[config.mk]
export PLATFORM = sky130hd
export DESIGN_NAME = char_lcd_instruction_sequencer
export DESIGN_NICKNAME = d
export VERILOG_FILES = /design/src/hdl/char_lcd_pkg.sv /design/src/hdl/wrap_step.sv /design/src/hdl/strobe_capture.sv /design/src/hdl/char_lcd_instruction_sequencer.sv
export SDC_FILE = /design/constraint.sdc
export NUM_CORES = 1
export LEC_CHECK = 0
export BUFFER_PORTS_ARGS = -buffer_cell sky130_fd_sc_hd__buf_2
export CAP_MARGIN = 10
export CORE_MARGIN = 2
export CORE_UTILIZATION = 30
export DETAILED_ROUTE_END_ITERATION = 10
export PLACE_DENSITY = 0.43
export SYNTH_ARGS = -nofsm -noshare
export SYNTH_HDL_FRONTEND = slang
export SYNTH_HIERARCHICAL = 1
export SYNTH_SLANG_ARGS = --single-unit
[constraint.sdc]
create_clock -name clk_in -period 6.7 [get_ports clk_in]
set_clock_uncertainty 0.1 [all_clocks]
set_input_delay 0 -clock clk_in [delete_from_list [all_inputs] [get_ports clk_in]]
set_output_delay 0 -clock clk_in [all_outputs]
set_load 0.05 [all_outputs]
[src/hdl/char_lcd_pkg.sv]
// Shared constants and carrier types of the character display instruction sequencer.
// Assumes one clock domain and software access over APB with 32-bit aligned words.
`default_nettype none
package char_lcd_pkg;
  // Text store geometry and codes.
  localparam int         RAM_DEPTH   = 80;
  localparam logic [6:0] LAST_INDEX  = 7'h4f;
  localparam logic [6:0] LINE_LAST   = 7'h27;
  localparam logic [6:0] LINE_LEN    = 7'h28;
  localparam logic [6:0] LINE2_BASE  = 7'h40;
  localparam logic [7:0] BLANK_CODE  = 8'h20;

  // Instruction field positions.
  localparam int FS_WIDTH_BIT   = 4;
  localparam int FS_LINES_BIT   = 3;
  localparam int DC_DISPLAY_BIT = 2;
  localparam int DC_CURSOR_BIT  = 1;
  localparam int DC_BLINK_BIT   = 0;
  localparam int EM_INC_BIT     = 1;
  localparam int EM_SHIFT_BIT   = 0;
  localparam int SH_DISPLAY_BIT = 3;
  localparam int SH_RIGHT_BIT   = 2;

  // Reset values of the mode flags.
  localparam logic RST_DISPLAY_ON  = 1'b0;
  localparam logic RST_CURSOR_ON   = 1'b0;
  localparam logic RST_BLINK       = 1'b0;
  localparam logic RST_BYTE_WIDE   = 1'b1;
  localparam logic RST_TWO_LINE    = 1'b0;
  localparam logic RST_INCREMENT   = 1'b1;
  localparam logic RST_ENTRY_SHIFT = 1'b0;

  // Register byte offsets.
  localparam logic [7:0] REG_STATUS    = 8'h00;
  localparam logic [7:0] REG_POSITION  = 8'h04;
  localparam logic [7:0] REG_VIEW_POS  = 8'h08;
  localparam logic [7:0] REG_VIEW_DATA = 8'h0c;
  localparam logic [7:0] REG_CONTROL   = 8'h10;

  // Field positions inside the registers.
  localparam int CTRL_RESTART_BIT = 0;
  localparam int POS_OFFSET_LSB   = 8;
  localparam int STAT_PENDING_BIT = 7;
  localparam int STAT_BLANK_BIT   = 8;

  // One latched host access.
  typedef struct packed {
    logic       cds;
    logic       read;
    logic [7:0] data;
  } host_access_t;

  // Mode flags set by instructions.
  typedef struct packed {
    logic display_on;
    logic cursor_on;
    logic blink;
    logic byte_wide;
    logic two_line;
    logic increment;
    logic entry_shift;
  } mode_t;
endpackage : char_lcd_pkg
`default_nettype wire

[src/hdl/wrap_step.sv]
// Modulo up/down stepper for a position counter.
// Assumes the limit is the largest legal value; values above it step to zero or down normally.
`default_nettype none
module wrap_step #(
  parameter int W = 7
) (
  input  wire logic [W-1:0] value_in,
  input  wire logic [W-1:0] limit_in,
  input  wire logic         step_in,
  input  wire logic         up_in,
  output logic      [W-1:0] next_out
);
  // Wrap at both ends so a window or cursor never leaves its range.
  always_comb begin
    if (!step_in) begin
      next_out = value_in;
    end else if (up_in) begin
      next_out = (value_in >= limit_in) ? '0 : W'(value_in + 1'b1);
    end else begin
      next_out = (value_in == '0) ? limit_in : W'(value_in - 1'b1);
    end
  end
endmodule : wrap_step
`default_nettype wire

[src/hdl/strobe_capture.sv]
// Latches the parallel host lines at the falling edge of the bus strobe.
// Assumes the host lines are synchronous to clk_in and stable across that edge.
`default_nettype none
module strobe_capture (
  input  wire logic                        clk_in,
  input  wire logic                        rst_in,
  input  wire logic                        strobe_in,
  input  wire logic                        cds_in,
  input  wire logic                        read_in,
  input  wire logic [7:0]                  data_in,
  output char_lcd_pkg::host_access_t       access_out,
  output logic                             valid_out
);
  logic                       strobe_q;
  logic                       next_strobe_q;
  logic                       next_valid;
  char_lcd_pkg::host_access_t next_access;

  // A high-to-low step of the strobe takes the access.
  always_comb begin
    next_strobe_q = strobe_in;
    next_valid    = strobe_q && !strobe_in;
    next_access   = access_out;
    if (next_valid) begin
      next_access = '{cds: cds_in, read: read_in, data: data_in};
    end
  end

  // Registers only; valid is a one-cycle pulse.
  always_ff @(posedge clk_in) begin
    if (rst_in) begin
      strobe_q   <= 1'b0;
      valid_out  <= 1'b0;
      access_out <= '0;
    end else begin
      strobe_q   <= next_strobe_q;
      valid_out  <= next_valid;
      access_out <= next_access;
    end
  end
endmodule : strobe_capture
`default_nettype wire

[src/hdl/char_lcd_instruction_sequencer.sv]
// Instruction sequencer of a character display controller with an 80-position text store.
// Assumes synchronous host pins, one 50 MHz clock and an APB master for status and readback.
//
// Operation
// - After reset the host interface is byte wide; first write is a full byte.
// - Nibble mode takes two accesses per byte; action follows the second.
// - Function set 001 in bits 7..5; bit 4 high byte wide, low nibble.
// - Display control: bit 3 marker, bit 2 display on, bit 1 cursor on.
// - Entry mode: bit 2 marker; bit 1 set increments address on each write.
// - Entry mode bit 0 set shifts the window on each write; clear keeps it.
// - Data writes store the byte at the current address of the text store.
// - The text store holds 80 character codes, more than are visible.
// - Display shifts move only the window offset, never the stored text.
// - Return home restores the offset so text from address zero shows.
// - In two-line mode the address passes from position 39 to line two.
// - In two-line mode both lines shift together and never mix.
// - After reset the display is off and blank until turned on.
// - Return home sets the address and the window offset to zero; display and cursor flags keep their values.
// - Shift code 00010000 moves only the cursor left, offset unchanged.
`default_nettype none
module char_lcd_instruction_sequencer (
  input  wire logic        clk_in,
  input  wire logic        rst_in,
  input  wire logic        strobe_in,
  input  wire logic        command_data_select_in,
  input  wire logic        read_write_in,
  input  wire logic [7:0]  host_bus_lines_in,
  input  wire logic        psel_in,
  input  wire logic        penable_in,
  input  wire logic        pwrite_in,
  input  wire logic [7:0]  paddr_in,
  input  wire logic [31:0] pwdata_in,
  output logic      [31:0] prdata_out,
  output logic             pready_out,
  output logic             pslverr_out,
  output logic             display_on_out,
  output logic             cursor_on_out,
  output logic      [6:0]  cursor_index_out,
  output logic      [6:0]  display_offset_out
);
  typedef enum logic {ST_BLANK, ST_RUN} seq_state_t;

  localparam char_lcd_pkg::mode_t MODE_RESET = '{
    display_on:  char_lcd_pkg::RST_DISPLAY_ON,
    cursor_on:   char_lcd_pkg::RST_CURSOR_ON,
    blink:       char_lcd_pkg::RST_BLINK,
    byte_wide:   char_lcd_pkg::RST_BYTE_WIDE,
    two_line:    char_lcd_pkg::RST_TWO_LINE,
    increment:   char_lcd_pkg::RST_INCREMENT,
    entry_shift: char_lcd_pkg::RST_ENTRY_SHIFT
  };

  char_lcd_pkg::host_access_t access;
  logic                       access_valid;
  seq_state_t                 state, next_state;
  char_lcd_pkg::mode_t        mode, next_mode;
  logic [6:0]                 addr_idx, next_addr_idx;
  logic [6:0]                 offset, next_offset;
  logic [6:0]                 clear_idx, next_clear_idx;
  logic [6:0]                 view_pos, next_view_pos;
  logic                       nibble_pending, next_nibble_pending;
  logic [3:0]                 upper_nibble, next_upper_nibble;
  logic [31:0]                next_prdata;
  logic                       next_pready, next_pslverr;
  logic [7:0]                 text_ram [char_lcd_pkg::RAM_DEPTH];
  logic                       ram_we;
  logic [6:0]                 ram_idx;
  logic [7:0]                 ram_wdata;
  logic                       host_go, byte_go;
  logic [7:0]                 cmd_byte;
  logic                       addr_step, addr_up, off_step, off_up;
  logic [6:0]                 addr_stepped, off_stepped, off_limit;
  logic [6:0]                 set_idx, cursor_address, view_idx;
  logic [7:0]                 view_sum;
  logic                       apb_access, apb_commit;

  // The host lines are taken at the strobe falling edge.
  strobe_capture u_capture (
    .clk_in     (clk_in),
    .rst_in     (rst_in),
    .strobe_in  (strobe_in),
    .cds_in     (command_data_select_in),
    .read_in    (read_write_in),
    .data_in    (host_bus_lines_in),
    .access_out (access),
    .valid_out  (access_valid)
  );

  // The address steps over all 80 positions; in two-line mode index 40 is line two's first.
  wrap_step #(.W(7)) u_addr_step (
    .value_in (addr_idx),
    .limit_in (char_lcd_pkg::LAST_INDEX),
    .step_in  (addr_step),
    .up_in    (addr_up),
    .next_out (addr_stepped)
  );

  // The window offset wraps within one line so both lines move alike.
  assign off_limit = mode.two_line ? char_lcd_pkg::LINE_LAST : char_lcd_pkg::LAST_INDEX;
  wrap_step #(.W(7)) u_offset_step (
    .value_in (offset),
    .limit_in (off_limit),
    .step_in  (off_step),
    .up_in    (off_up),
    .next_out (off_stepped)
  );

  // Address conversions between the printed address space and the linear store index.
  always_comb begin
    set_idx = cmd_byte[6:0];
    if (mode.two_line) begin
      set_idx = (cmd_byte[5:0] > 6'(char_lcd_pkg::LINE_LAST)) ? char_lcd_pkg::LINE_LAST : {1'b0, cmd_byte[5:0]};
      if (cmd_byte[6]) begin
        set_idx = 7'(set_idx + char_lcd_pkg::LINE_LEN);
      end
    end else if (cmd_byte[6:0] > char_lcd_pkg::LAST_INDEX) begin
      set_idx = char_lcd_pkg::LAST_INDEX;
    end
    cursor_address = addr_idx;
    if (mode.two_line && addr_idx >= char_lcd_pkg::LINE_LEN) begin
      cursor_address = 7'(addr_idx - char_lcd_pkg::LINE_LEN + char_lcd_pkg::LINE2_BASE);
    end
  end

  // Visible position to store index; a line's columns wrap inside that line only.
  always_comb begin
    view_sum = 8'(view_pos + offset);
    view_idx = 7'(view_sum);
    if (mode.two_line) begin
      view_sum = (view_pos >= char_lcd_pkg::LINE_LEN) ? 8'(view_pos - char_lcd_pkg::LINE_LEN + offset) : view_sum;
      while_free: begin
        if (view_sum >= 8'(char_lcd_pkg::LINE_LEN)) view_sum = 8'(view_sum - char_lcd_pkg::LINE_LEN);
        if (view_sum >= 8'(char_lcd_pkg::LINE_LEN)) view_sum = 8'(view_sum - char_lcd_pkg::LINE_LEN);
      end
      view_idx = (view_pos >= char_lcd_pkg::LINE_LEN) ? 7'(view_sum + char_lcd_pkg::LINE_LEN) : 7'(view_sum);
    end else if (view_sum > 8'(char_lcd_pkg::LAST_INDEX)) begin
      view_idx = 7'(view_sum - 8'(char_lcd_pkg::RAM_DEPTH));
    end
  end

  // Host byte assembly and instruction decode. Reads carry no busy flag here and are ignored.
  always_comb begin
    next_state          = state;
    next_mode           = mode;
    next_addr_idx       = addr_idx;
    next_offset         = offset;
    next_clear_idx      = clear_idx;
    next_nibble_pending = nibble_pending;
    next_upper_nibble   = upper_nibble;
    addr_step           = 1'b0;
    addr_up             = 1'b1;
    off_step            = 1'b0;
    off_up              = 1'b1;
    ram_we              = 1'b0;
    ram_idx             = addr_idx;
    ram_wdata           = access.data;
    host_go             = access_valid && !access.read && (state == ST_RUN);
    byte_go             = 1'b0;
    cmd_byte            = access.data;
    if (host_go) begin
      if (mode.byte_wide) begin
        byte_go = 1'b1;
      end else if (!nibble_pending) begin
        next_upper_nibble   = access.data[7:4];
        next_nibble_pending = 1'b1;
      end else begin
        cmd_byte            = {upper_nibble, access.data[7:4]};
        byte_go             = 1'b1;
        next_nibble_pending = 1'b0;
      end
    end
    if (byte_go && access.cds) begin
      ram_we    = 1'b1;
      ram_wdata = cmd_byte;
      addr_step = 1'b1;
      addr_up   = mode.increment;
      off_step  = mode.entry_shift;
      off_up    = mode.increment;
    end else if (byte_go) begin
      if (cmd_byte[7]) begin
        next_addr_idx = set_idx;
      end else if (cmd_byte[6]) begin
        next_addr_idx = addr_idx;
      end else if (cmd_byte[5]) begin
        next_mode.byte_wide = cmd_byte[char_lcd_pkg::FS_WIDTH_BIT];
        next_mode.two_line  = cmd_byte[char_lcd_pkg::FS_LINES_BIT];
      end else if (cmd_byte[4]) begin
        addr_step = !cmd_byte[char_lcd_pkg::SH_DISPLAY_BIT];
        addr_up   = cmd_byte[char_lcd_pkg::SH_RIGHT_BIT];
        off_step  = cmd_byte[char_lcd_pkg::SH_DISPLAY_BIT];
        off_up    = !cmd_byte[char_lcd_pkg::SH_RIGHT_BIT];
      end else if (cmd_byte[3]) begin
        next_mode.display_on = cmd_byte[char_lcd_pkg::DC_DISPLAY_BIT];
        next_mode.cursor_on  = cmd_byte[char_lcd_pkg::DC_CURSOR_BIT];
        next_mode.blink      = cmd_byte[char_lcd_pkg::DC_BLINK_BIT];
      end else if (cmd_byte[2]) begin
        next_mode.increment   = cmd_byte[char_lcd_pkg::EM_INC_BIT];
        next_mode.entry_shift = cmd_byte[char_lcd_pkg::EM_SHIFT_BIT];
      end else if (cmd_byte[1]) begin
        next_addr_idx = '0;
        next_offset   = '0;
      end else if (cmd_byte[0]) begin
        next_addr_idx  = '0;
        next_offset    = '0;
        next_clear_idx = '0;
        next_state     = ST_BLANK;
      end
    end
    if (addr_step) begin
      next_addr_idx = addr_stepped;
    end
    if (off_step) begin
      next_offset = off_stepped;
    end
    // The blanking sweep owns the store write port until it is done.
    if (state == ST_BLANK) begin
      ram_we         = 1'b1;
      ram_idx        = clear_idx;
      ram_wdata      = char_lcd_pkg::BLANK_CODE;
      next_clear_idx = 7'(clear_idx + 1'b1);
      if (clear_idx == char_lcd_pkg::LAST_INDEX) begin
        next_state = ST_RUN;
      end
    end
    // A software restart wins over everything the host does in the same cycle.
    if (apb_commit && paddr_in == char_lcd_pkg::REG_CONTROL && pwdata_in[char_lcd_pkg::CTRL_RESTART_BIT]) begin
      next_state          = ST_BLANK;
      next_mode           = MODE_RESET;
      next_addr_idx       = '0;
      next_offset         = '0;
      next_clear_idx      = '0;
      next_nibble_pending = 1'b0;
    end
  end

  // APB slave: one wait cycle, data and error registered with pready.
  always_comb begin
    apb_access    = psel_in && penable_in;
    apb_commit    = apb_access && pready_out && pwrite_in;
    next_pready   = apb_access && !pready_out;
    next_prdata   = '0;
    next_pslverr  = 1'b0;
    next_view_pos = view_pos;
    if (next_pready) begin
      if (paddr_in == char_lcd_pkg::REG_STATUS) begin
        next_prdata[6:0] = {mode.entry_shift, mode.increment, mode.two_line, mode.byte_wide,
                            mode.blink, mode.cursor_on, mode.display_on};
        next_prdata[char_lcd_pkg::STAT_PENDING_BIT] = nibble_pending;
        next_prdata[char_lcd_pkg::STAT_BLANK_BIT]   = (state == ST_BLANK);
      end else if (paddr_in == char_lcd_pkg::REG_POSITION) begin
        next_prdata[6:0] = cursor_address;
        next_prdata[char_lcd_pkg::POS_OFFSET_LSB +: 7] = offset;
      end else if (paddr_in == char_lcd_pkg::REG_VIEW_POS) begin
        next_prdata[6:0] = view_pos;
      end else if (paddr_in == char_lcd_pkg::REG_VIEW_DATA) begin
        next_prdata[7:0] = text_ram[view_idx];
      end else if (paddr_in != char_lcd_pkg::REG_CONTROL) begin
        next_pslverr = 1'b1;
      end
    end
    if (apb_commit && paddr_in == char_lcd_pkg::REG_VIEW_POS) begin
      next_view_pos = (pwdata_in[6:0] > char_lcd_pkg::LAST_INDEX) ? char_lcd_pkg::LAST_INDEX : pwdata_in[6:0];
    end
  end

  // State registers.
  always_ff @(posedge clk_in) begin
    if (rst_in) begin
      state          <= ST_BLANK;
      mode           <= MODE_RESET;
      addr_idx       <= '0;
      offset         <= '0;
      clear_idx      <= '0;
      view_pos       <= '0;
      nibble_pending <= 1'b0;
      upper_nibble   <= '0;
      prdata_out     <= '0;
      pready_out     <= 1'b0;
      pslverr_out    <= 1'b0;
    end else begin
      state          <= next_state;
      mode           <= next_mode;
      addr_idx       <= next_addr_idx;
      offset         <= next_offset;
      clear_idx      <= next_clear_idx;
      view_pos       <= next_view_pos;
      nibble_pending <= next_nibble_pending;
      upper_nibble   <= next_upper_nibble;
      prdata_out     <= next_prdata;
      pready_out     <= next_pready;
      pslverr_out    <= next_pslverr;
    end
  end

  // The text store has no reset; the blanking sweep fills it instead, which keeps reset fan-out small.
  always_ff @(posedge clk_in) begin
    if (ram_we) begin
      text_ram[ram_idx] <= ram_wdata;
    end
  end

  assign display_on_out     = mode.display_on;
  assign cursor_on_out      = mode.cursor_on;
  assign cursor_index_out   = addr_idx;
  assign display_offset_out = offset;

  // Checks of the instruction behaviour.
  AST_RESET_DEFAULTS: assert property (@(posedge clk_in) disable iff (rst_in)
    $past(rst_in) |-> mode.byte_wide && !nibble_pending && !mode.display_on && state == ST_BLANK)
    else $error("Reset defaults wrong.");
  AST_NIBBLE_HALF: assert property (@(posedge clk_in) disable iff (rst_in)
    host_go && !mode.byte_wide && !nibble_pending |=> nibble_pending && mode == $past(mode) && addr_idx == $past(addr_idx))
    else $error("First nibble acted on.");
  AST_FUNCSET_WIDTH: assert property (@(posedge clk_in) disable iff (rst_in)
    byte_go && !access.cds && cmd_byte[7:5] == 3'b001 |=> mode.byte_wide == $past(cmd_byte[4]))
    else $error("Function set width wrong.");
  AST_DISPLAY_CTRL: assert property (@(posedge clk_in) disable iff (rst_in)
    byte_go && !access.cds && cmd_byte[7:3] == 5'b00001 |=> mode.display_on == $past(cmd_byte[2])
    && mode.cursor_on == $past(cmd_byte[1]))
    else $error("Display control wrong.");
  AST_DATA_INC: assert property (@(posedge clk_in) disable iff (rst_in)
    byte_go && access.cds && mode.increment && addr_idx != char_lcd_pkg::LAST_INDEX && next_state == ST_RUN
    |=> addr_idx == 7'($past(addr_idx) + 1'b1))
    else $error("Write did not increment.");
  AST_NO_SHIFT_OFFSET: assert property (@(posedge clk_in) disable iff (rst_in)
    byte_go && access.cds && !mode.entry_shift && next_state == ST_RUN |=> $stable(offset))
    else $error("Offset moved without shift.");
  AST_DATA_STORED: assert property (@(posedge clk_in) disable iff (rst_in)
    byte_go && access.cds && next_state == ST_RUN |=> text_ram[$past(addr_idx)] == $past(cmd_byte))
    else $error("Data not stored.");
  AST_HOME: assert property (@(posedge clk_in) disable iff (rst_in)
    byte_go && !access.cds && cmd_byte[7:1] == 7'h01 |=> addr_idx == '0 && offset == '0)
    else $error("Return home failed.");
  AST_LINE_WRAP: assert property (@(posedge clk_in) disable iff (rst_in)
    byte_go && access.cds && mode.two_line && mode.increment && addr_idx == char_lcd_pkg::LINE_LAST
    && next_state == ST_RUN |=> cursor_address == char_lcd_pkg::LINE2_BASE)
    else $error("No wrap to line two.");
  AST_CURSOR_LEFT: assert property (@(posedge clk_in) disable iff (rst_in)
    byte_go && !access.cds && cmd_byte[7:2] == 6'b000100 && next_state == ST_RUN |=> $stable(offset)
    && addr_idx == (($past(addr_idx) == '0) ? char_lcd_pkg::LAST_INDEX : 7'($past(addr_idx) - 1'b1)))
    else $error("Cursor left wrong.");
  AST_BLANK_LENGTH: assert property (@(posedge clk_in) disable iff (rst_in)
    state == ST_BLANK && clear_idx == char_lcd_pkg::LAST_INDEX && next_state != ST_BLANK ##1 1'b1
    |-> state == ST_RUN && text_ram[char_lcd_pkg::LAST_INDEX] == char_lcd_pkg::BLANK_CODE)
    else $error("Blanking sweep wrong.");
  AST_APB_ONE_WAIT: assert property (@(posedge clk_in) disable iff (rst_in)
    psel_in && penable_in && !pready_out |=> pready_out ##1 !pready_out)
    else $error("APB answer timing wrong.");
endmodule : char_lcd_instruction_sequencer
`default_nettype wire

Word level (Yosys, flattened, before mapping)
Memory sizes are Yosys's and may differ from the RTL's.
Index checks and enable logic that the tools add are counted.
- register bits: 87
- bits in writable memories: 640
- input bits: 56
- output and inout port bits: 50
- word-level logic and storage cells: 230
- memories: 1
- add/subtract/negate cells: 15
- magnitude comparators: 10
- equal/unequal tests: 29
- multiplexer cells: 104
- bitwise logic cells: 11
- reduce and logical (&&, ||, !) cells: 36
- memories (name ; depth ; bits a word ; read ports ; clocked after memory_dff ; write ports ; RTL line ; RTL):
    text_ram ; 80 ; 8 ; 1 ; 0 ; 1 ; char_lcd_instruction_sequencer.sv:65 ; logic [7:0] text_ram [char_lcd_pkg::RAM_DEPTH];
- operators by type and width (operator ; count):
    7-bit two-way mux ; 46
    8-bit two-way mux ; 9
    1-bit two-way mux ; 47
    7-bit by 1-bit adder with 7-bit output (second input constant) ; 3
    2-bit != test (second input constant) ; 10
    8-bit by 4-bit == test with 1-bit output (second input constant) ; 2
    8-bit by 6-bit >= comparator with 1-bit output (second input constant) ; 2
    2-bit by 1-bit != test with 1-bit output (second input constant) ; 8
    8-bit AND reduction ; 2
    3-bit by 1-bit != test with 1-bit output (second input constant) ; 5
    7-bit by 6-bit >= comparator with 1-bit output (second input constant) ; 2
    7-bit greater-than comparator (second input constant) ; 2
    7-bit logical NOT ; 2
    7-bit by 1-bit subtractor with 7-bit output (second input constant) ; 2
    7-bit by 6-bit subtractor with 7-bit output (second input constant) ; 2
    1-bit logical AND ; 12
    1-bit NOT ; 11
    10-bit AND reduction ; 1
    9-bit two-way mux ; 1
    9-bit AND reduction ; 1
    7-bit by 7-bit adder with 8-bit output ; 1
    8-bit by 7-bit adder with 8-bit output ; 1
    8-bit by 3-bit == test with 1-bit output (second input constant) ; 1
    8-bit by 5-bit == test with 1-bit output (second input constant) ; 1
    25 further kinds ; 31

Logic depth before layout (Yosys ltp)
An unclocked memory read counts as a cell.
- depth after elaboration: 17
- mapped depth: 27
- mapped depth without buffers: 25

By module
Netlist, hierarchy kept.
- by module, submodules not included (module ; instances ; cells an instance ; area each (µm²) ; sequential area each (µm²)):
    char_lcd_instruction_sequencer ; 1 ; 1841 ; 29528.3 ; 20379.5
    wrap_step at u_addr_step ; 1 ; 101 ; 648.1 ; 0.0
    wrap_step at u_offset_step ; 1 ; 87 ; 623.1 ; 0.0
    strobe_capture ; 1 ; 50 ; 615.6 ; 240.2

Worst setup path after synthesis
No wires, ideal clock.
- path kind: reg2reg
- start: register offset[1] (netlist: display_offset_out[1])
- end: register prdata_out[4]
- library setup time: 0.074 ns
- arrival time: 5.705 ns
- slack: 0.821 ns
- stages on the path, launching flop included: 25
- path buffers: 1
- period minus slack after synthesis: 5.879 ns
- cells stage by stage: dfxtp_1 > ha_1 > inv_1 > fa_1 > and3b_1 > or3_1 > a31oi_1 > ha_1 > nand2_1 > nor2_1 > nand3_1 > a21bo_2 > a22o_4 > mux2_4 > mux2_2 > nand2b_1 > ha_1 > nor3_1 > a21oi_1 > o21a_1 > clkbuf_1 > nor4_1 > o21ai_0 > a41o_1 > a31oi_1
- cells in the longest elaborated chain, start to end: 16
- elaborated cells between the ends (all ways): 22
- classes of those cells: add/sub (6); order compare (3); mux (12); memory (1)
- RTL lines (item ; RTL line ; RTL):
    start: declaration ; char_lcd_instruction_sequencer.sv:58 ; logic [6:0] offset, next_offset;
    start signal: assignment ; char_lcd_instruction_sequencer.sv:284 ; offset <= next_offset;
    8-bit by 7-bit adder with 8-bit output / 7-bit by 7-bit adder with 8-bit output (equally long branches) ; char_lcd_instruction_sequencer.sv:130, char_lcd_instruction_sequencer.sv:127 ;
    8-bit two-way mux ; char_lcd_instruction_sequencer.sv:130 ; view_sum = (view_pos >= char_lcd_pkg::LINE_LEN) ? 8'(view_pos - char_lcd_pkg::LINE_LEN + offset) : view_sum;
    8-bit by 6-bit subtractor with 8-bit output / 8-bit by 6-bit >= comparator with 1-bit output (equally long branches) ; char_lcd_instruction_sequencer.sv:132 ; if (view_sum >= 8'(char_lcd_pkg::LINE_LEN)) view_sum = 8'(view_sum - char_lcd_pkg::LINE_LEN);
    8-bit two-way mux ; char_lcd_instruction_sequencer.sv:132 ;
    8-bit two-way mux ; char_lcd_instruction_sequencer.sv:129 ; if (mode.two_line) begin
    7-bit by 6-bit subtractor with 7-bit output / 8-bit by 6-bit >= comparator with 1-bit output (equally long branches) ; char_lcd_instruction_sequencer.sv:133 ; if (view_sum >= 8'(char_lcd_pkg::LINE_LEN)) view_sum = 8'(view_sum - char_lcd_pkg::LINE_LEN);
    7-bit two-way mux ; char_lcd_instruction_sequencer.sv:133 ;
    7-bit two-way mux ; char_lcd_instruction_sequencer.sv:129 ;
    7-bit by 6-bit adder with 7-bit output ; char_lcd_instruction_sequencer.sv:135 ; view_idx = (view_pos >= char_lcd_pkg::LINE_LEN) ? 7'(view_sum + char_lcd_pkg::LINE_LEN) : 7'(view_sum);
    7-bit two-way mux ; char_lcd_instruction_sequencer.sv:135 ;
    7-bit two-way mux (*) ; char_lcd_instruction_sequencer.sv:129 ;
    memory read 80 x 8 bit (*) ; n/a ;
    8-bit two-way mux (*) ; char_lcd_instruction_sequencer.sv:255 ; end else if (paddr_in == char_lcd_pkg::REG_VIEW_DATA) begin
    7-bit two-way mux (*) ; char_lcd_instruction_sequencer.sv:253 ; end else if (paddr_in == char_lcd_pkg::REG_VIEW_POS) begin
    7-bit two-way mux (*) ; char_lcd_instruction_sequencer.sv:250 ; end else if (paddr_in == char_lcd_pkg::REG_POSITION) begin
    9-bit two-way mux (*) ; char_lcd_instruction_sequencer.sv:245 ; if (paddr_in == char_lcd_pkg::REG_STATUS) begin
    end signal: assignment ; char_lcd_instruction_sequencer.sv:289 ; prdata_out <= next_prdata;
    end: declaration ; char_lcd_instruction_sequencer.sv:33 ; output logic [31:0] prdata_out,
Every way passes the cells marked *; elsewhere a longest branch is shown, timed or not. The select of a mux whose other input is x is not followed.
A chain may end at the register's enable or synchronous reset.

Worst setup path in the final report
- start: register view_pos[2]
- end: register prdata_out[0]
- cells in the longest elaborated chain, start to end: 17
- elaborated cells between the ends (all ways): 24
- classes of those cells: add/sub (7); order compare (4); mux (12); memory (1)
- RTL lines (item ; RTL line ; RTL):
    start: declaration ; char_lcd_instruction_sequencer.sv:60 ; logic [6:0] view_pos, next_view_pos;
    start signal: assignment ; char_lcd_instruction_sequencer.sv:286 ; view_pos <= next_view_pos;
    7-bit by 6-bit subtractor with 8-bit output ; char_lcd_instruction_sequencer.sv:130 ;
    8-bit by 7-bit adder with 8-bit output ; char_lcd_instruction_sequencer.sv:130 ;
    8-bit two-way mux ; char_lcd_instruction_sequencer.sv:130 ;
    8-bit by 6-bit subtractor with 8-bit output / 8-bit by 6-bit >= comparator with 1-bit output (equally long branches) ; char_lcd_instruction_sequencer.sv:132 ;
    8-bit two-way mux ; char_lcd_instruction_sequencer.sv:132 ;
    8-bit two-way mux ; char_lcd_instruction_sequencer.sv:129 ;
    7-bit by 6-bit subtractor with 7-bit output / 8-bit by 6-bit >= comparator with 1-bit output (equally long branches) ; char_lcd_instruction_sequencer.sv:133 ;
    7-bit two-way mux ; char_lcd_instruction_sequencer.sv:133 ;
    7-bit two-way mux ; char_lcd_instruction_sequencer.sv:129 ;
    7-bit by 6-bit adder with 7-bit output ; char_lcd_instruction_sequencer.sv:135 ;
    7-bit two-way mux ; char_lcd_instruction_sequencer.sv:135 ;
    7-bit two-way mux (*) ; char_lcd_instruction_sequencer.sv:129 ;
    memory read 80 x 8 bit (*) ; n/a ;
    8-bit two-way mux (*) ; char_lcd_instruction_sequencer.sv:255 ;
    7-bit two-way mux (*) ; char_lcd_instruction_sequencer.sv:253 ;
    7-bit two-way mux (*) ; char_lcd_instruction_sequencer.sv:250 ;
    9-bit two-way mux (*) ; char_lcd_instruction_sequencer.sv:245 ;
Marked as above.

==> Flow_metrics.wiki <==
{| class="wikitable"
! Metric !! Value
|-
| Critical Setup Path Class || reg2reg
|-
| Buffers and inverters on the worst path || 2
|-
| Grt met2 use || approximately a quarter
|-
| Synthesis-to-finish area growth || 16.6%
|-
| Number of nets in the final layout || between 2000 and 2500
|-
| CORE AREA || slightly above 100000 um2
|-
| Number of detailed-routing iterations run before antenna repair || 7
|-
| Most used routing layer || met2
|-
| GRT Residual Overflow || 0
|-
| Count of H-tree levels built during CTS || 3
|-
| Post-layout minimum cycle time || ~6.2 ns
|-
| Clock latency at the later pin of the worst-skew pair || approximately 0.63 ns
|-
| Global-route wire length before repair || approximately 130 mm
|-
| Critical path capture point type || flip-flop
|-
| CTS tree || yes
|-
| Status || finished clean
|-
| Horizontal die dimension || approximately 330 um
|-
| Clock-pin slew of the registers on the worst-case setup and hold paths || 0.06 ns
|-
| Largest net degree at the start of global routing || 81
|-
| Main flop type after synthesis || sky130_fd_sc_hd__edfxtp_1
|-
| Clock Sink Count || 710
|-
| Critical path's slowest cell || sky130_fd_sc_hd__fa_1
|-
| Row Count || roughly 120
|-
| Clock root buffer master || sky130_fd_sc_hd__clkbuf_16
|-
| Critical path fanouts, max || 9
|-
| Average size of a mapped cell || 15.1 um2
|-
| Total setup violations reported at the end of the flow || 0
|-
| Pin slew with the least headroom to its limit || between 1 and 1.5 ns
|-
| Cell leakage power || approximately 0.011 uW
|-
| Synth async-reset ratio || 0%
|-
| Final clock period utilization by the worst path || between 90% and 100%
|-
| Port bufs || between 60 and 70
|-
| Post-Layout Cell Count || about 3700
|-
| Hpwl dp || about 56 mm
|-
| Chain of cells forming the critical path || ha_1 -> inv_1 -> fa_1 -> and3b_1 -> or3_1 -> a31oi_1 -> buf_4 -> ha_1 -> nand2_1 -> nor2_1 -> nand3_1 -> o311ai_0 -> and2_1 -> mux2_2 -> nand2b_1 -> ha_1 -> nor3_1 -> a21oi_1 -> o21a_1 -> mux2i_1 -> mux2_2 -> o22ai_1 -> o21ai_1 -> a221oi_1
|-
| Number of global-route vias before repair || around 19000
|-
| Data required time of the critical path || 7.12 ns
|-
| Post-synthesis cell area || 31400 um2
|-
| Met3 layer usage reported by global route || around 2.5%
|-
| Pwr per Cell Area || roughly 250 nW/um2
|-
| Number of flops mapped to enable cells by yosys || 640
|-
| Setup WS pre-CTS || between 0.5 and 0.6 ns
|-
| Cell mode on critical path || sky130_fd_sc_hd__ha_1
|-
| Category of the worst setup path launch point || flip-flop
|-
| CTS buffer count || between 70 and 80
|-
| Sum of routed wire length over all layers || 88.8 mm
|-
| Global routing usage on met1 || between 20% and 30%
|-
| Maximum count of clock buffers along a single path || 3
|-
| Synthesized instance count || 2079
|-
| Data arrival at the endpoint of the critical path || between 6 and 7 ns
|-
| Post-route setup slack || between 0.4 and 0.5 ns
|-
| Maxcap violations || 0
|-
| Number of top-level design ports || around 110
|-
| Via count || 18805
|-
| Critical Path Max Stage Delay || approximately 0.52 ns
|-
| Number of failing hold endpoints at the final stage || 0
|-
| Post-CTS Setup Bufs || 0
|-
| First-iteration detailed-routing DRC count || ~1800
|-
| Number of pins with negative max-slew slack in the final report || 0
|-
| Highest ir drop seen on vdd || 172 uV
|-
| Number of antenna violations at the first check in global routing || 4
|-
| Initial Util || between 30% and 40%
|-
| CP delay by family, top || compound AO/OA/AOI/OAI gates
|-
| Yosys reg bits || 710
|-
| Number of cells in the design after placement || 3486
|-
| Achievable clock frequency || around 0.16 GHz
|-
| Remaining number of nets flagged by the antenna check after routing || 0
|-
| Die outline area || about 110000 um2
|-
| Sequential cell area fraction in the yosys report || between 60% and 70%
|-
| Fill cell count || 9971
|-
| Total routing resource utilization after global routing || 16.4%
|-
| Final setup TNS || 0 ns
|-
| Avg WL per Cell || around 24 um
|-
| Weighted congestion reported at the end of routability-driven placement || 0.810
|-
| DRC violation count after routing || 0
|-
| Die boundary height || 328 um
|-
| Unrepaired setup endpoints after global routing || false
|-
| Number of distinct library cells after synthesis || 88
|-
| Worst-case headroom to the max-slew limit || about a quarter
|-
| Per-cell via count in the routed design || ~5.1
|-
| Total power of the final layout || about 9200 uW
|-
| Total number of yosys warnings || 6
|-
| Hold Path Class || in2reg
|-
| Share of final-layout standard cells stronger than drive strength 1 || between 10% and 20%
|}
-- cell usage after synthesis, types with 5 or more instances --
cell type                   count  area (um2)
sky130_fd_sc_hd__a211o_1       10        87.6
sky130_fd_sc_hd__and3_1        15        93.8
sky130_fd_sc_hd__dfxtp_1       70        1400
sky130_fd_sc_hd__and2_1         9        56.3
sky130_fd_sc_hd__buf_2         11        55.1
sky130_fd_sc_hd__or3_1         10        62.6
sky130_fd_sc_hd__nor3_1        22         110
sky130_fd_sc_hd__a21o_1         8        60.1
sky130_fd_sc_hd__nand4_1        8        50.1
sky130_fd_sc_hd__nand4bb_1     10         113
sky130_fd_sc_hd__ha_1          43         538
sky130_fd_sc_hd__o22ai_1        6        37.5
sky130_fd_sc_hd__xor2_1         8        70.1
sky130_fd_sc_hd__a22oi_1       13        97.6
sky130_fd_sc_hd__a31oi_1       14        87.6
sky130_fd_sc_hd__xnor2_1       14         123
sky130_fd_sc_hd__fa_1           5         100
sky130_fd_sc_hd__nand2_1      179         672
sky130_fd_sc_hd__nor4_1         5        31.3
sky130_fd_sc_hd__nand3_1      102         510
sky130_fd_sc_hd__nor2_1       188         706
sky130_fd_sc_hd__a32oi_1        7        61.3
sky130_fd_sc_hd__buf_6          5        56.3
sky130_fd_sc_hd__nand3b_1       9        67.6
sky130_fd_sc_hd__buf_4         19         143
sky130_fd_sc_hd__edfxtp_1     640       19200
sky130_fd_sc_hd__o211ai_1      17         128
sky130_fd_sc_hd__a21oi_1       53         265
sky130_fd_sc_hd__a211oi_1      16         120
sky130_fd_sc_hd__a221oi_1       5        43.8
sky130_fd_sc_hd__o21ai_0       65         325
sky130_fd_sc_hd__mux2_2        12         135
sky130_fd_sc_hd__o21ai_2       11        96.3
sky130_fd_sc_hd__nand2b_4       8         110
sky130_fd_sc_hd__inv_1         48         180
sky130_fd_sc_hd__o31ai_1        5        37.5
sky130_fd_sc_hd__o21ai_1        7        35.0
sky130_fd_sc_hd__nor2b_1       10        62.6
sky130_fd_sc_hd__mux2i_1       41         410
sky130_fd_sc_hd__buf_1         12        45.0
sky130_fd_sc_hd__mux4_2       161        3630
sky130_fd_sc_hd__clkbuf_1      71         267
sky130_fd_sc_hd__nand2b_1      28         175
-- worst reg2reg max path: stages, from the launching register on --
cell and delay, ns:
sky130_fd_sc_hd__dfxtp_1 0.43, sky130_fd_sc_hd__ha_1 0.21, sky130_fd_sc_hd__inv_1 0.06, sky130_fd_sc_hd__fa_1 0.52
sky130_fd_sc_hd__and3b_1 0.25, sky130_fd_sc_hd__or3_1 0.38, sky130_fd_sc_hd__a31oi_1 0.20, sky130_fd_sc_hd__buf_4 0.16
sky130_fd_sc_hd__ha_1 0.14, sky130_fd_sc_hd__nand2_1 0.05, sky130_fd_sc_hd__nor2_1 0.08, sky130_fd_sc_hd__nand3_1 0.12
sky130_fd_sc_hd__o311ai_0 0.43, sky130_fd_sc_hd__and2_1 0.26, sky130_fd_sc_hd__mux2_2 0.37, sky130_fd_sc_hd__nand2b_1 0.15
sky130_fd_sc_hd__ha_1 0.28, sky130_fd_sc_hd__nor3_1 0.04, sky130_fd_sc_hd__a21oi_1 0.20, sky130_fd_sc_hd__o21a_1 0.50
sky130_fd_sc_hd__mux2i_1 0.15, sky130_fd_sc_hd__mux2_2 0.29, sky130_fd_sc_hd__o22ai_1 0.31, sky130_fd_sc_hd__o21ai_1 0.15
sky130_fd_sc_hd__a221oi_1 0.28
-- routing by layer --
| layer | routed length (um) | share of wire (%) |
|---|---|---|
| met5 | 13 | 0.015 |
| met3 | 4680 | 5.3 |
| met1 | 40000 | 45 |
| met4 | 2150 | 2.4 |
| met2 | 42000 | 47 |
-- timing repair --
action | in CTS | in global routing
resized for setup | 0 | 0
endpoints found under the hold margin | 33 | 0
hold buffers | 63 | 0
endpoints found under the setup margin | 0 | 0
-- where the power goes --
group	internal, uW	switching, uW
Combinational	57.0	121
Clock	2460	1730
Sequential	4780	11.9
-- registers in the layout, summed over array words and instances, names as in the netlist --
register,flops
clear_idx,7
cursor_index_out,7
cursor_on_out,1
display_offset_out,7
display_on_out,1
mode,5
nibble_pending,1
prdata_out,15
pready_out,1
pslverr_out,1
state,1
text_ram,640
u_capture/access_out,10
u_capture/strobe_q,1
u_capture/valid_out,1
upper_nibble,4
view_pos,7
-- metrics by stage --
stage               utilization, %  hold slack (ns)  cell area, um2
finish                        35.3            0.276           36600
CTS                           35.3            0.197           36600
global placement              32.3            0.171           33500
detailed placement            32.3            0.194           33500
floorplan                        -          -0.0207           31600
global route                  35.3            0.273           36600
-- final cells by class --
| class | count | area [um2] | area share, % |
|---|---|---|---|
| clock buffers | 112 | 2170 | 5.94 |
| well taps | 1380 | 1730 | 4.71 |
| clock inverters | 33 | 309 | 0.844 |
| repair buffers | 171 | 1300 | 3.54 |
| flip-flops and latches | 710 | 20600 | 56.3 |
| multi-input cells | 1240 | 10300 | 28.2 |
| inverters | 48 | 180 | 0.492 |
| diodes | 1 | 2.50 | 0.00683 |
-- worst paths after layout --
kind	start	to	slack [ns]	depth (start not counted)
worst min-delay path	paddr_in[1]	mode[0]$_SDFFE_PP0P_	0.28	5
worst min register to register	upper_nibble[2]$_SDFFE_PP0P_	upper_nibble[2]$_SDFFE_PP0P_	0.40	2
worst max-delay path	view_pos[2]$_SDFFE_PP0P_	prdata_out[0]$_SDFF_PP0_	0.47	24
worst max register to register	view_pos[2]$_SDFFE_PP0P_	prdata_out[0]$_SDFF_PP0_	0.47	24
-- cell usage in the layout (no fill, tap or decap), types with 10 or more instances in the layout --
master                          count
sky130_fd_sc_hd__a211oi_1          16
sky130_fd_sc_hd__edfxtp_1         640
sky130_fd_sc_hd__o21ai_0           57
sky130_fd_sc_hd__a22oi_1           13
sky130_fd_sc_hd__a21oi_1           53
sky130_fd_sc_hd__buf_4             44
sky130_fd_sc_hd__conb_1            40
sky130_fd_sc_hd__ha_1              42
sky130_fd_sc_hd__a211o_1           10
sky130_fd_sc_hd__nor3_1            22
sky130_fd_sc_hd__o211ai_1          17
sky130_fd_sc_hd__mux2_2            11
sky130_fd_sc_hd__xnor2_1           14
sky130_fd_sc_hd__mux4_2           161
sky130_fd_sc_hd__nand3_1          102
sky130_fd_sc_hd__buf_2             63
sky130_fd_sc_hd__and3_1            15
sky130_fd_sc_hd__dlygate4sd3_1     63
sky130_fd_sc_hd__nor2_1           188
sky130_fd_sc_hd__or3_1             10
sky130_fd_sc_hd__clkbuf_1          29
sky130_fd_sc_hd__clkbuf_16         82
sky130_fd_sc_hd__nor2b_1           10
sky130_fd_sc_hd__nand4bb_1         10
sky130_fd_sc_hd__mux2i_1           40
sky130_fd_sc_hd__a31oi_1           13
sky130_fd_sc_hd__clkinv_1          12
sky130_fd_sc_hd__nand2b_1          28
sky130_fd_sc_hd__nand2_1          179
sky130_fd_sc_hd__inv_1             48
sky130_fd_sc_hd__dfxtp_1           70
sky130_fd_sc_hd__o21ai_2           11
-- cell families after synthesis --
family                   count (synthesis)  synth area share [%]
other                                    2                0.0239
AND/OR/NAND/NOR                        631                  9.81
multiplexers                           215                  13.3
buffers and inverters                  167                  2.39
AO/OA/AOI/OAI                          283                  6.09
XOR/XNOR                                23                 0.685
adder cells (fa/ha/maj)                 48                  2.03
flip-flops                             710                  65.6
Power figures use the tool's default switching activity.
